$ cat config.mk
export PLATFORM = sky130hd
export DESIGN_NAME = pbr_sequencer
export DESIGN_NICKNAME = d
export VERILOG_FILES = /design/src/design/pbr_pkg.sv /design/src/design/pbr_sync.sv /design/src/design/pbr_sequencer.sv
export SDC_FILE = /design/constraint.sdc
export NUM_CORES = 1
export LEC_CHECK = 0
export ABC_AREA = 1
export BUFFER_PORTS_ARGS = -buffer_cell sky130_fd_sc_hd__buf_2
export CAP_MARGIN = 10
export CORE_MARGIN = 2
export CORE_UTILIZATION = 54
export CTS_BUF_LIST = sky130_fd_sc_hd__clkbuf_16
export DETAILED_ROUTE_END_ITERATION = 8
export GPL_TIMING_DRIVEN = 0
export PLACE_DENSITY = 0.91
export SLEW_MARGIN = 20
export SYNTH_ARGS = -nofsm -noshare
export SYNTH_HDL_FRONTEND = slang
export SYNTH_SLANG_ARGS = --single-unit
export TNS_END_PERCENT = 50
$ cat constraint.sdc
create_clock -name sys_clk -period 3.9 [get_ports sys_clk]
set_clock_uncertainty 0.1 [all_clocks]
set_input_delay 0.78 -clock sys_clk [delete_from_list [all_inputs] [get_ports sys_clk]]
set_output_delay 0.78 -clock sys_clk [all_outputs]
set_load 0.005 [all_outputs]
$ cat src/design/pbr_pkg.sv
package pbr_pkg;

   // Timing figures, and the clock rates they are converted with.
   localparam int unsigned DELAY_TIME_MS  = 64;       // Nominal power-up delay.
   localparam int unsigned LF_CLK_HZ      = 31000;    // Internal low-frequency clock rate.
   localparam int unsigned SYS_CLK_MHZ    = 250;      // Rate of sys_clk.
   localparam int unsigned BRN_FILT_NS    = 1000;     // Brown-out noise filter duration.

   // Delay ticks of the low-frequency clock, and filter length in sys_clk cycles (rounded up).
   localparam int unsigned DELAY_TICKS    = DELAY_TIME_MS * LF_CLK_HZ / 1000;
   localparam int unsigned BRN_FILT_CYC   = (BRN_FILT_NS * SYS_CLK_MHZ + 999) / 1000;

   // Brown-out operating modes, as coded in the two-bit mode field.
   typedef enum logic [1:0] {
      PBR_MODE_OFF       = 2'h0,
      PBR_MODE_SW        = 2'h1,
      PBR_MODE_SLEEP_OFF = 2'h2,
      PBR_MODE_ON        = 2'h3
   } pbr_mode_t;

   // Start-up sequence states, one-hot.
   typedef enum logic [3:0] {
      PBR_ST_HOLD = 4'h1,
      PBR_ST_TMR  = 4'h2,
      PBR_ST_WAIT = 4'h4,
      PBR_ST_RUN  = 4'h8
   } pbr_state_t;

   // Register map, byte addresses.
   localparam logic [7:0]  PBR_CTRL_OFS   = 8'h00;
   localparam logic [7:0]  PBR_STAT_OFS   = 8'h04;

   // Control register fields and reset values.
   localparam int unsigned CTRL_SWEN_BIT  = 7;
   localparam int unsigned CTRL_FAST_BIT  = 6;
   localparam int unsigned CTRL_RDY_BIT   = 0;
   localparam logic        CTRL_SWEN_RST  = 1'b1;
   localparam logic        CTRL_FAST_RST  = 1'b0;

   // Status register fields.
   localparam int unsigned STAT_POR_BIT   = 0;
   localparam int unsigned STAT_BRN_BIT   = 1;
   localparam int unsigned STAT_TMR_BIT   = 2;
   localparam int unsigned STAT_CLR_BIT   = 3;
   localparam int unsigned STAT_RST_BIT   = 4;

   // Bus responses.
   localparam logic [1:0]  AXI_OKAY       = 2'h0;
   localparam logic [1:0]  AXI_SLVERR     = 2'h2;

   // AXI4-Lite request, from the master.
   typedef struct packed {
      logic        awvalid;
      logic [7:0]  awaddr;
      logic        wvalid;
      logic [31:0] wdata;
      logic [3:0]  wstrb;
      logic        bready;
      logic        arvalid;
      logic [7:0]  araddr;
      logic        rready;
   } pbr_axil_req_t;

   // AXI4-Lite response, to the master.
   typedef struct packed {
      logic        awready;
      logic        wready;
      logic        bvalid;
      logic [1:0]  bresp;
      logic        arready;
      logic        rvalid;
      logic [31:0] rdata;
      logic [1:0]  rresp;
   } pbr_axil_rsp_t;

endpackage : pbr_pkg

$ cat src/design/pbr_sync.sv
`timescale 1ns/1ps
`default_nettype none

module pbr_sync #(
   parameter int unsigned WIDTH = 1
) (
   input  wire logic             sys_clk,   // System clock.
   input  wire logic             rst,       // Synchronous reset, active high.
   input  wire logic [WIDTH-1:0] async_in,  // Levels from outside the clock domain.
   output logic      [WIDTH-1:0] sync_out   // Same levels, two flops later.
);

   logic [WIDTH-1:0] meta_q;

   // Two-flop synchroniser; the first stage feeds only the second.
   always_ff @(posedge sys_clk) begin
      if (rst) begin
         meta_q   <= '0;
         sync_out <= '0;
      end else begin
         meta_q   <= async_in;
         sync_out <= meta_q;
      end
   end

endmodule : pbr_sync

`default_nettype wire

$ cat src/design/pbr_sequencer.sv
// Behaviour
// Core stays in reset while the power-on detector reports low supply.
// Power-up delay times out nominally 64 ms after power-on or brown-out reset.
// Core stays in reset while the enabled power-up delay is still counting.
// Power-up delay enable is active low; a 1 bypasses the delay.
// Power-up delay starts only after power-on and brown-out sources release.
// Delay, brown-out detector or external clear pin each extend start-up reset.
// An active detector resets the core when supply drops to the threshold.
// Two-bit mode field selects always on, off in sleep, software, always off.
// One configuration bit selects the brown-out trip level.
// Brown-out reset only after the dip outlasts the filter time.
// Mode 11 keeps detector active always; execution waits for detector ready.
// Mode 10 detector off in sleep; start-up and wake-up wait for ready.
// Mode 01 software bit enables detector; start-up does not wait.
// Read-only ready bit shows 1 when detector active, 0 when inactive; the code also needs rdy_s, so the bit reads 0 while the detector settles.
// Core reset is the OR of all sources, released on a clock edge.
// Power-up delay counts ticks of the internal low-frequency clock.
//
// Decided for this implementation: the AXI4-Lite register port and the address map.
`timescale 1ns/1ps
`default_nettype none

module pbr_sequencer
   import pbr_pkg::*;
#(
   parameter int unsigned DELAY_CNT = DELAY_TICKS,  // Low-frequency ticks of the delay.
   parameter int unsigned FILT_CNT  = BRN_FILT_CYC  // sys_clk cycles of the dip filter.
) (
   input  wire logic          sys_clk,                // System clock.
   input  wire logic          rst,                    // Synchronous reset, active high.
   input  wire logic          lf_clk,                 // Internal low-frequency clock.
   input  wire logic          power_on_detect,        // High while supply below minimum.
   input  wire logic          brownout_below,         // High while supply below threshold.
   input  wire logic          brownout_circuit_rdy,   // High once the detector is settled.
   input  wire logic          external_clear_pin_n,   // External clear, active low.
   input  wire logic          sleep_mode,             // Core is asleep.
   input  wire logic          power_up_delay_enable_n, // Delay enable, active low.
   input  wire logic [1:0]    brownout_mode_select,   // Detector operating mode.
   input  wire logic          brownout_level_select,  // Trip level choice.
   input  wire pbr_axil_req_t axil_req,               // Register bus request.
   output pbr_axil_rsp_t      axil_rsp,               // Register bus response.
   output logic               core_reset,             // Core reset, active high.
   output logic               exec_wait,              // Hold execution after wake-up.
   output logic               brownout_enable,        // Powers the detector.
   output logic               brownout_threshold,     // Trip level to the comparator.
   output logic               bandgap_force           // Keep band gap on always.
);

   localparam int FCNT = FILT_CNT;

   // Cross the analog and pin levels into the clock domain.
   logic [4:0] sync_s;
   logic       lf_s, clear_n_s, rdy_s, below_s, por_s;

   pbr_sync #(.WIDTH(5)) u_sync (
      .sys_clk  (sys_clk),
      .rst      (rst),
      .async_in ({lf_clk, external_clear_pin_n, brownout_circuit_rdy,
                  brownout_below, power_on_detect}),
      .sync_out (sync_s)
   );

   assign {lf_s, clear_n_s, rdy_s, below_s, por_s} = sync_s;

   // Configuration bits are static fuses on the same clock.
   pbr_mode_t  mode;
   assign mode = pbr_mode_t'(brownout_mode_select);

   logic       sw_en_q, fast_q;
   logic       det_active, ready_bit, mode_waits, brn_rst;

   // Detector activity for each mode.
   always_comb begin
      unique case (mode)
         PBR_MODE_ON:        det_active = 1'b1;
         PBR_MODE_SLEEP_OFF: det_active = ~sleep_mode;
         PBR_MODE_SW:        det_active = sw_en_q;
         PBR_MODE_OFF:       det_active = 1'b0;
      endcase
   end

   // The detector only protects once it is settled, which matters in software mode.
   assign ready_bit     = det_active & rdy_s;
   assign mode_waits    = (mode == PBR_MODE_ON) || (mode == PBR_MODE_SLEEP_OFF);
   assign brownout_enable    = det_active;
   assign brownout_threshold = brownout_level_select;
   assign bandgap_force = fast_q & ((mode == PBR_MODE_SW) || (mode == PBR_MODE_SLEEP_OFF));

   // Dip filter: the count restarts on any recovery, so short dips are ignored.
   logic [15:0] filt_cnt_q;
   logic        dip;
   assign dip = ready_bit & below_s;

   always_ff @(posedge sys_clk) begin
      if (rst) begin
         filt_cnt_q <= '0;
      end else if (!dip) begin
         filt_cnt_q <= '0;
      end else if (filt_cnt_q != 16'(FILT_CNT)) begin
         filt_cnt_q <= filt_cnt_q + 16'h0001;
      end
   end

   // Brown-out reset stands until the supply recovers or the detector turns off.
   assign brn_rst = dip && (filt_cnt_q == 16'(FILT_CNT));

   // Rising edges of the low-frequency clock drive the delay counter.
   logic lf_prev_q, lf_tick;

   always_ff @(posedge sys_clk) begin
      if (rst) begin
         lf_prev_q <= 1'b0;
      end else begin
         lf_prev_q <= lf_s;
      end
   end

   assign lf_tick = lf_s & ~lf_prev_q;

   // Start-up sequence: hold, power-up delay, ready wait, run.
   pbr_state_t  state_q;
   logic [15:0] tick_cnt_q;
   logic        src_hold;

   assign src_hold = por_s | brn_rst;

   always_ff @(posedge sys_clk) begin
      if (rst) begin
         state_q <= PBR_ST_HOLD;
      end else if (src_hold) begin
         state_q <= PBR_ST_HOLD;
      end else begin
         unique case (state_q)
            PBR_ST_HOLD: begin
               if (!power_up_delay_enable_n) begin
                  state_q <= PBR_ST_TMR;
               end else begin
                  state_q <= PBR_ST_WAIT;
               end
            end
            PBR_ST_TMR: begin
               if (lf_tick && tick_cnt_q == 16'(DELAY_CNT - 1)) begin
                  state_q <= PBR_ST_WAIT;
               end
            end
            PBR_ST_WAIT: begin
               if (!mode_waits || rdy_s) begin
                  state_q <= PBR_ST_RUN;
               end
            end
            PBR_ST_RUN: begin
               state_q <= PBR_ST_RUN;
            end
            default: begin
               state_q <= PBR_ST_HOLD;
            end
         endcase
      end
   end

   // Delay counter runs only in the delay state and restarts on every entry.
   always_ff @(posedge sys_clk) begin
      if (rst || state_q != PBR_ST_TMR) begin
         tick_cnt_q <= '0;
      end else if (lf_tick) begin
         tick_cnt_q <= tick_cnt_q + 16'h0001;
      end
   end

   // Core reset is registered so it releases on a clean edge.
   logic core_reset_q;

   always_ff @(posedge sys_clk) begin
      if (rst) begin
         core_reset_q <= 1'b1;
      end else begin
         core_reset_q <= src_hold | ~clear_n_s | (state_q != PBR_ST_RUN);
      end
   end

   assign core_reset = core_reset_q;

   // After wake-up the core keeps running reset-free but must not fetch yet.
   assign exec_wait = (state_q == PBR_ST_RUN) & mode_waits & det_active & ~rdy_s;

   // Register bus: write address and data are held until both have arrived.
   logic        aw_q, w_q, bvalid_q, rvalid_q;
   logic [7:0]  awaddr_q;
   logic [31:0] wdata_q, rdata_q;
   logic [3:0]  wstrb_q;
   logic [1:0]  bresp_q, rresp_q;
   logic        take_aw, take_w, take_ar, commit;

   assign take_aw = axil_req.awvalid & ~aw_q;
   assign take_w  = axil_req.wvalid & ~w_q;
   assign take_ar = axil_req.arvalid & ~rvalid_q;
   assign commit  = aw_q & w_q & ~bvalid_q;

   // Capture of the write address and data channels.
   always_ff @(posedge sys_clk) begin
      if (rst) begin
         aw_q     <= 1'b0;
         w_q      <= 1'b0;
         awaddr_q <= '0;
         wdata_q  <= '0;
         wstrb_q  <= '0;
      end else begin
         if (take_aw) begin
            aw_q     <= 1'b1;
            awaddr_q <= axil_req.awaddr;
         end else if (commit) begin
            aw_q <= 1'b0;
         end
         if (take_w) begin
            w_q     <= 1'b1;
            wdata_q <= axil_req.wdata;
            wstrb_q <= axil_req.wstrb;
         end else if (commit) begin
            w_q <= 1'b0;
         end
      end
   end

   // Write response and control register update.
   always_ff @(posedge sys_clk) begin
      if (rst) begin
         bvalid_q <= 1'b0;
         bresp_q  <= AXI_OKAY;
         sw_en_q  <= CTRL_SWEN_RST;
         fast_q   <= CTRL_FAST_RST;
      end else begin
         if (commit) begin
            bvalid_q <= 1'b1;
            bresp_q  <= AXI_OKAY;
            if (awaddr_q == PBR_CTRL_OFS) begin
               if (wstrb_q[0]) begin
                  sw_en_q <= wdata_q[CTRL_SWEN_BIT];
                  fast_q  <= wdata_q[CTRL_FAST_BIT];
               end
            end else if (awaddr_q != PBR_STAT_OFS) begin
               bresp_q <= AXI_SLVERR;
            end
         end else if (axil_req.bready) begin
            bvalid_q <= 1'b0;
         end
      end
   end

   // Read channel; the ready bit is sampled live at the address handshake.
   always_ff @(posedge sys_clk) begin
      if (rst) begin
         rvalid_q <= 1'b0;
         rdata_q  <= '0;
         rresp_q  <= AXI_OKAY;
      end else if (take_ar) begin
         rvalid_q <= 1'b1;
         rdata_q  <= '0;
         rresp_q  <= AXI_OKAY;
         if (axil_req.araddr == PBR_CTRL_OFS) begin
            rdata_q[CTRL_SWEN_BIT] <= sw_en_q;
            rdata_q[CTRL_FAST_BIT] <= fast_q;
            rdata_q[CTRL_RDY_BIT]  <= ready_bit;
         end else if (axil_req.araddr == PBR_STAT_OFS) begin
            rdata_q[STAT_POR_BIT]  <= por_s;
            rdata_q[STAT_BRN_BIT]  <= brn_rst;
            rdata_q[STAT_TMR_BIT]  <= (state_q == PBR_ST_TMR);
            rdata_q[STAT_CLR_BIT]  <= ~clear_n_s;
            rdata_q[STAT_RST_BIT]  <= core_reset_q;
         end else begin
            rresp_q <= AXI_SLVERR;
         end
      end else if (axil_req.rready) begin
         rvalid_q <= 1'b0;
      end
   end

   // Response bundle back to the master.
   always_comb begin
      axil_rsp.awready = ~aw_q;
      axil_rsp.wready  = ~w_q;
      axil_rsp.bvalid  = bvalid_q;
      axil_rsp.bresp   = bresp_q;
      axil_rsp.arready = ~rvalid_q;
      axil_rsp.rvalid  = rvalid_q;
      axil_rsp.rdata   = rdata_q;
      axil_rsp.rresp   = rresp_q;
   end
endmodule : pbr_sequencer

`default_nettype wire

* Word-level counts from Yosys, hierarchy flattened
Index checks and enable logic that the tools add are counted.
Operators by class: bitwise gates (word level) 24, reductions and logical operators 18, eq/ne operators 16, multiplexer cells 20, $add $sub $neg 2
Operators by type and width (count):
- 16-bit by 1-bit adder with 16-bit output, second input constant | 2
- 16-bit by 11-bit equality test with 1-bit output, second input constant | 1
- 16-bit by 8-bit equality test with 1-bit output, second input constant | 1
- 8-bit logical NOT | 2
- 16-bit by 8-bit != test with 1-bit output, second input constant | 1
- 4-bit one-hot mux with 4 select lines | 1
- 1-bit bitwise AND | 12
- 4-bit two-way mux | 3
- 2-bit two-way mux | 5
- 1-bit inverter | 9
- 8-bit by 3-bit equality test with 1-bit output, second input constant | 1
- 1-bit two-way mux | 8
- 8-bit by 3-bit != test with 1-bit output, second input constant | 1
- 2-bit nonzero test | 4
- 5-bit two-way mux | 1
- 2-bit equality test, second input constant | 2
- 4-bit by 1-bit equality test with 1-bit output, second input constant | 1
- 4-bit by 2-bit equality test with 1-bit output, second input constant | 1
- 4-bit by 3-bit equality test with 1-bit output, second input constant | 1
- 4-bit equality test, second input constant | 1
- 1-bit logical OR | 4
- 2-bit != test, second input constant | 2
- 4-bit by 2-bit != test with 1-bit output, second input constant | 1
- 4-bit != test, second input constant | 1
- 10 further kinds | 14
Word-level totals: output and inout port bits 46, logic and storage cells 99, bits in registers 82, bits of input ports 69

* Logic depth before layout (Yosys ltp)
depth after elaboration 8, mapped depth 9

* Cells and area by module
A second synthesis with hierarchy kept.
Unflattened totals: cell total of the unflattened synthesis 504, area, all modules 3687.3 um2
By module, submodules not included:
- pbr_sequencer | area each 3400.8 um2, cells an instance 473, times used 1
- pbr_sync | area each 286.5 um2, cells an instance 31, times used 1

* Worst setup path before layout
Ideal clock, no wire load.
path type input port to output port, from in brownout_mode_select[1], to out exec_wait, required time 3020 ps, data arrival time 1338 ps, setup slack 1682 ps, stages 6, cell sequence inv_1 -> ha_1 -> a21oi_2 -> nand2_4 -> nand2_1 -> nor2_1
RTL lines:
- from (decl) | line pbr_sequencer.sv:38 | input wire logic [1:0] brownout_mode_select,
- 2-bit by 1-bit equality test with 1-bit output, or another cell as far along | line pbr_sequencer.sv:74 | unique case (mode)
- 1-bit one-hot mux with 4 select lines * | line pbr_sequencer.sv:74
- via brownout_enable | line pbr_sequencer.sv:44 | output logic brownout_enable,
- 1-bit bitwise AND * (2 in series) | line pbr_sequencer.sv:184 | assign exec_wait = (state_q == PBR_ST_RUN) & mode_waits & det_active & ~rdy_s;
- to (decl) | line pbr_sequencer.sv:43 | output logic exec_wait,
Mark *: on every way through the listed nets, which the timed path passes. The rest lies on a longest branch.

* Worst setup path after layout
from in brownout_mode_select[1], to out exec_wait
On the way: word-level cells in the longest chain between the ends 5
Ends and longest elaborated chain (line):
- parallel branches: the longest is 3 deep, another holds 1-bit one-hot mux with 4 select lines
- 1-bit bitwise AND * (2 in series) | pbr_sequencer.sv:184
Mark *: on every way between the ends.

==> results.txt <==
----------------------------------------------------
[Outcome]
  Outcome ... finished clean

[Pwr]
  Power density over cell area ... 384.7 mW/mm^2
  Peak supply drop ... 0.3334 mV
  Power Total ... between 0.0015 and 0.002 W
  Leakage power total ... approximately 2 nW

[Clock network]
  Clock transition at the registers of the reported paths ... 60 ps
  Resized cells post-CTS ... 0
  Buffer count from post-CTS setup fixing ... 0
  H-tree depth reported by CTS ... 3
  Clock latency reported for the late side of the worst-skew pair ... 340 ps
  TritonCTS buffer count ... 9
  Clock sink total ... 74
  CTS root buffer ... clkbuf_16
  Buffer depth of the longest clock path ... 2
  CTS tree ... done
  Post-cts hold buffer count ... 0

[Setup path]
  Nature of the critical path endpoint ... output port
  Startpoint of the most critical setup path ... brownout_mode_select[1]
  Critical setup path kind ... input port to output port
  Number of cells traversed by the worst register-to-register path ... 8
  Critical path required time ... 3020 ps
  Critical path, cell by cell ... buf_2 -> inv_1 -> ha_1 -> a21oi_2 -> nand2_4 -> nand2_1 -> nor2_1 -> buf_2
  Arrival time of the worst setup path ... 1660 ps
  Dominant cell type by count on the critical path ... buf_2
  Stage delay of the slowest cell on the critical path ... approximately 180 ps
  Slowest-stage cell, CP ... ha_1
  Buf/Inv on CP ... 3
  Endpoint of the worst-slack reg-to-reg timing path ... rdata_q[1]
  Reg-to-reg startpoint ... filt_cnt_q[0]
  Startpoint type of the worst setup path ... input port
  Peak fanout along the critical path ... 4
  Register-to-register path setup slack ... 2390 ps
  Largest delay share family, worst path ... buffers and inverters

[Routing]
  Total wire length ... 7.700 mm
  Vias ... 3306
  Ratio of routed vias to standard cells ... 4.891
  Remaining antenna violation count after routing ... 0
  DR pass1 iterations ... 4
  Number of design-rule violations left by the first detailed-router iteration ... 155
  Detailed-route wire length per cell ... ~11 um
  Remaining DRCs ... 0

[Job]
  Max Cap Viol ... 0

[STA]
  Post-route setup TNS ... 0 ps
  Final Cycle Share ... 65.04%
  Final hold violations ... 0
  Unrepaired setup endpoints after global routing ... no
  Worst slew margin relative to its limit ... ~64%
  Worst setup margin ... 1363 ps
  Final Max Tran Viols ... 0
  Count of final setup violators ... 0
  Crit path time final ... 2537 ps
  F_max ... 394.2 MHz
  Worst-Margin Slew ... 532.8 ps

[Cells and area]
  Fill cell count ... 539
  Total number of nets in the final design ... 667
  Number of antenna cells inserted ... 0
  Ratio of cells with drive above 1 in the final layout ... 24.83%
  Finished Core Util ... 65.98%
  Final standard cell count with taps included and fillers excluded ... 676
  Synthesis-to-finish area growth ... 20.14%

[Yosys]
  Predominant post-synthesis flop cell ... dfxtp_1
  Gate count of the mapped netlist ... 501
  Summed instance area of the synthesized netlist ... approximately 0.0037 mm^2
  Post-synth EDFFs ... 0
  Sequential fraction of the synthesis area ... between 40% and 50%
  Cell variety after synth ... 37
  Average footprint of a synthesized cell ... 7.365 um^2
  Register bit total from synthesis ... 74
  Ys async rst share ... 0%
  Warnings from Yosys ... 0

[GRT]
  GRT Resource Usage Total ... 21.26%
  Number of antenna violations at the first check in global routing ... 0
  Wire length of the first global-routing pass ... 12.70 mm
  Met3 global-route usage ... 5.333%
  Grt ovf ... 0
  Routing usage on met2 ... 37.27%
  Maximum number of pins on one net before global-route repair ... 15
  Met1 track demand over resource in global routing ... 23.66%
  Via count of the first global-routing pass ... around 3100
  Layer carrying the most global-route usage ... met2

[Floorplanning]
  Full die area ... about 0.0075 mm^2
  Die width ... 86.66 um
  Effective utilization at floorplan ... 54.92%
  CORE AREA ... roughly 0.0067 mm^2
  Die H ... 86.66 um
  Placement Rows ... 30
  Io pins ... 115

[Hold path]
  Hold Path Sink ... u_sync.sync_out[2]
  Hold Crit Class ... flop to flop
  Hold path startpoint ... u_sync.meta_q[2]
  Cell depth of the worst hold path ... 2

[Placement]
  Setup WS pre-CTS ... 1373 ps
  Routability congestion estimate from global placement ... 0.8750
  Detailed placer's ending HPWL ... 5.722 mm
  I/O Buffers ... 53
  Number of placed cells counting well taps ... 660

----------------------------------------------------
-- stage by stage --
| step | cell area (um^2) | hold WS, ps |
|---|---|---|
| 2_1_floorplan | 3787 | 280.7 |
| 3_3_place_gp | 4153 | 289.0 |
| 3_5_place_dp | 4153 | 293.9 |
| 4_1_cts | 4433 | 305.5 |
| 5_1_grt | 4433 | 325.9 |
| 6_report | 4433 | 303.8 |
-- Yosys cell counts (all sizes together), types with 3 or more instances --
cell / instances / share of area, %
nand3: 29 / 5.2
inv: 77 / 7.8
a21oi: 41 / 6.4
buf: 36 / 7.3
dfxtp: 74 / 40
nand4: 7 / 1.2
o21ai: 23 / 3.1
nand2: 86 / 9.4
and3: 3 / 0.54
nor3: 16 / 2.7
or2: 5 / 0.85
ha: 7 / 2.4
nor2: 84 / 10
-- area by class of cell --
type | count | area [um^2] | share of cell area, %
Sequential cell | 74 | 1481 | 33.42
Multi-Input combinational cell | 339 | 1745 | 39.37
Timing Repair Buffer | 53 | 265.3 | 5.984
Clock inverter | 7 | 55.05 | 1.242
Inverter | 77 | 289.0 | 6.520
Clock buffer | 9 | 225.2 | 5.080
Tap cell | 80 | 100.1 | 2.258
Buffer | 37 | 271.5 | 6.125
-- flip-flops by register name (all words and copies together), names as in the netlist, 2 cells and up --
name / cells
wdata_q: 2
filt_cnt_q: 16
u_sync.sync_out: 5
rdata_q: 7
tick_cnt_q: 16
u_sync.meta_q: 5
awaddr_q: 8
state_q: 4
-- layer usage --
| layer | up-vias | share of wire, % | wire (um) |
|---|---|---|---|
| li1 | 1701 | - | - |
| met1 | 1484 | 41 | 3186 |
| met2 | 98 | 51 | 3952 |
| met3 | 23 | 4.7 | 359 |
| met4 | 0 | 2.6 | 201 |
| met5 | - | 0 | 0 |
-- cell families (layout without fill, tap and decap cells) --
logic type      Yosys count  in the layout  synth area share, %
simple gates            233            233                30.89
buf+inv                 114            183                15.19
flops                    74             74                40.15
compound gates           68             68                10.34
fa+ha+maj                 7              7                2.374
xor+xnor                  4              4               0.9496
other cells               1             27               0.1016
-- placed cells by master, fill, tap and decap left out, types with 2 or more instances in the layout --
cell type	instances
and3_1	2
nand3b_1	2
clkinv_4	4
conb_1	27
buf_6	2
nor2_4	5
nor2_2	7
nand3_2	4
nand2_1	79
xnor2_1	2
buf_2	57
xor2_1	2
dfxtp_1	74
nor3_1	12
buf_4	30
or2_0	4
nor3_2	4
inv_2	5
clkbuf_16	9
nand4_1	7
ha_1	7
nor2_1	71
nand2_2	6
a21oi_2	8
nand3_4	2
inv_1	73
a21oi_1	33
o21ai_0	22
o21bai_1	2
nand3_1	23
-- worst max-delay path by stage --
| stage | endpoint | depth (start not counted) |
|---|---|---|
| after floorplan | exec_wait | 6 |
| after global placement | exec_wait | 8 |
| after detailed placement | exec_wait | 8 |
| after CTS | exec_wait | 8 |
| after global routing | exec_wait | 8 |
| final | exec_wait | 8 |
-- report_power, final --
group / total [W] / switching, W / internal [W]
combinational: 0.000151 / 0.0000831 / 0.0000675
clock: 0.000760 / 0.000326 / 0.000434
sequential: 0.000795 / 0.0000128 / 0.000782
-- worst reg2reg max path: stages (launching register included) --
cell and delay [ps]:
dfxtp_1 340, inv_1 90, ha_1 150, nand3_1 80, nor2_1 150, nand2_2 130
nor2_4 130, nand2_1 80, a21oi_1 180
Power figures use the tool's default switching activity.
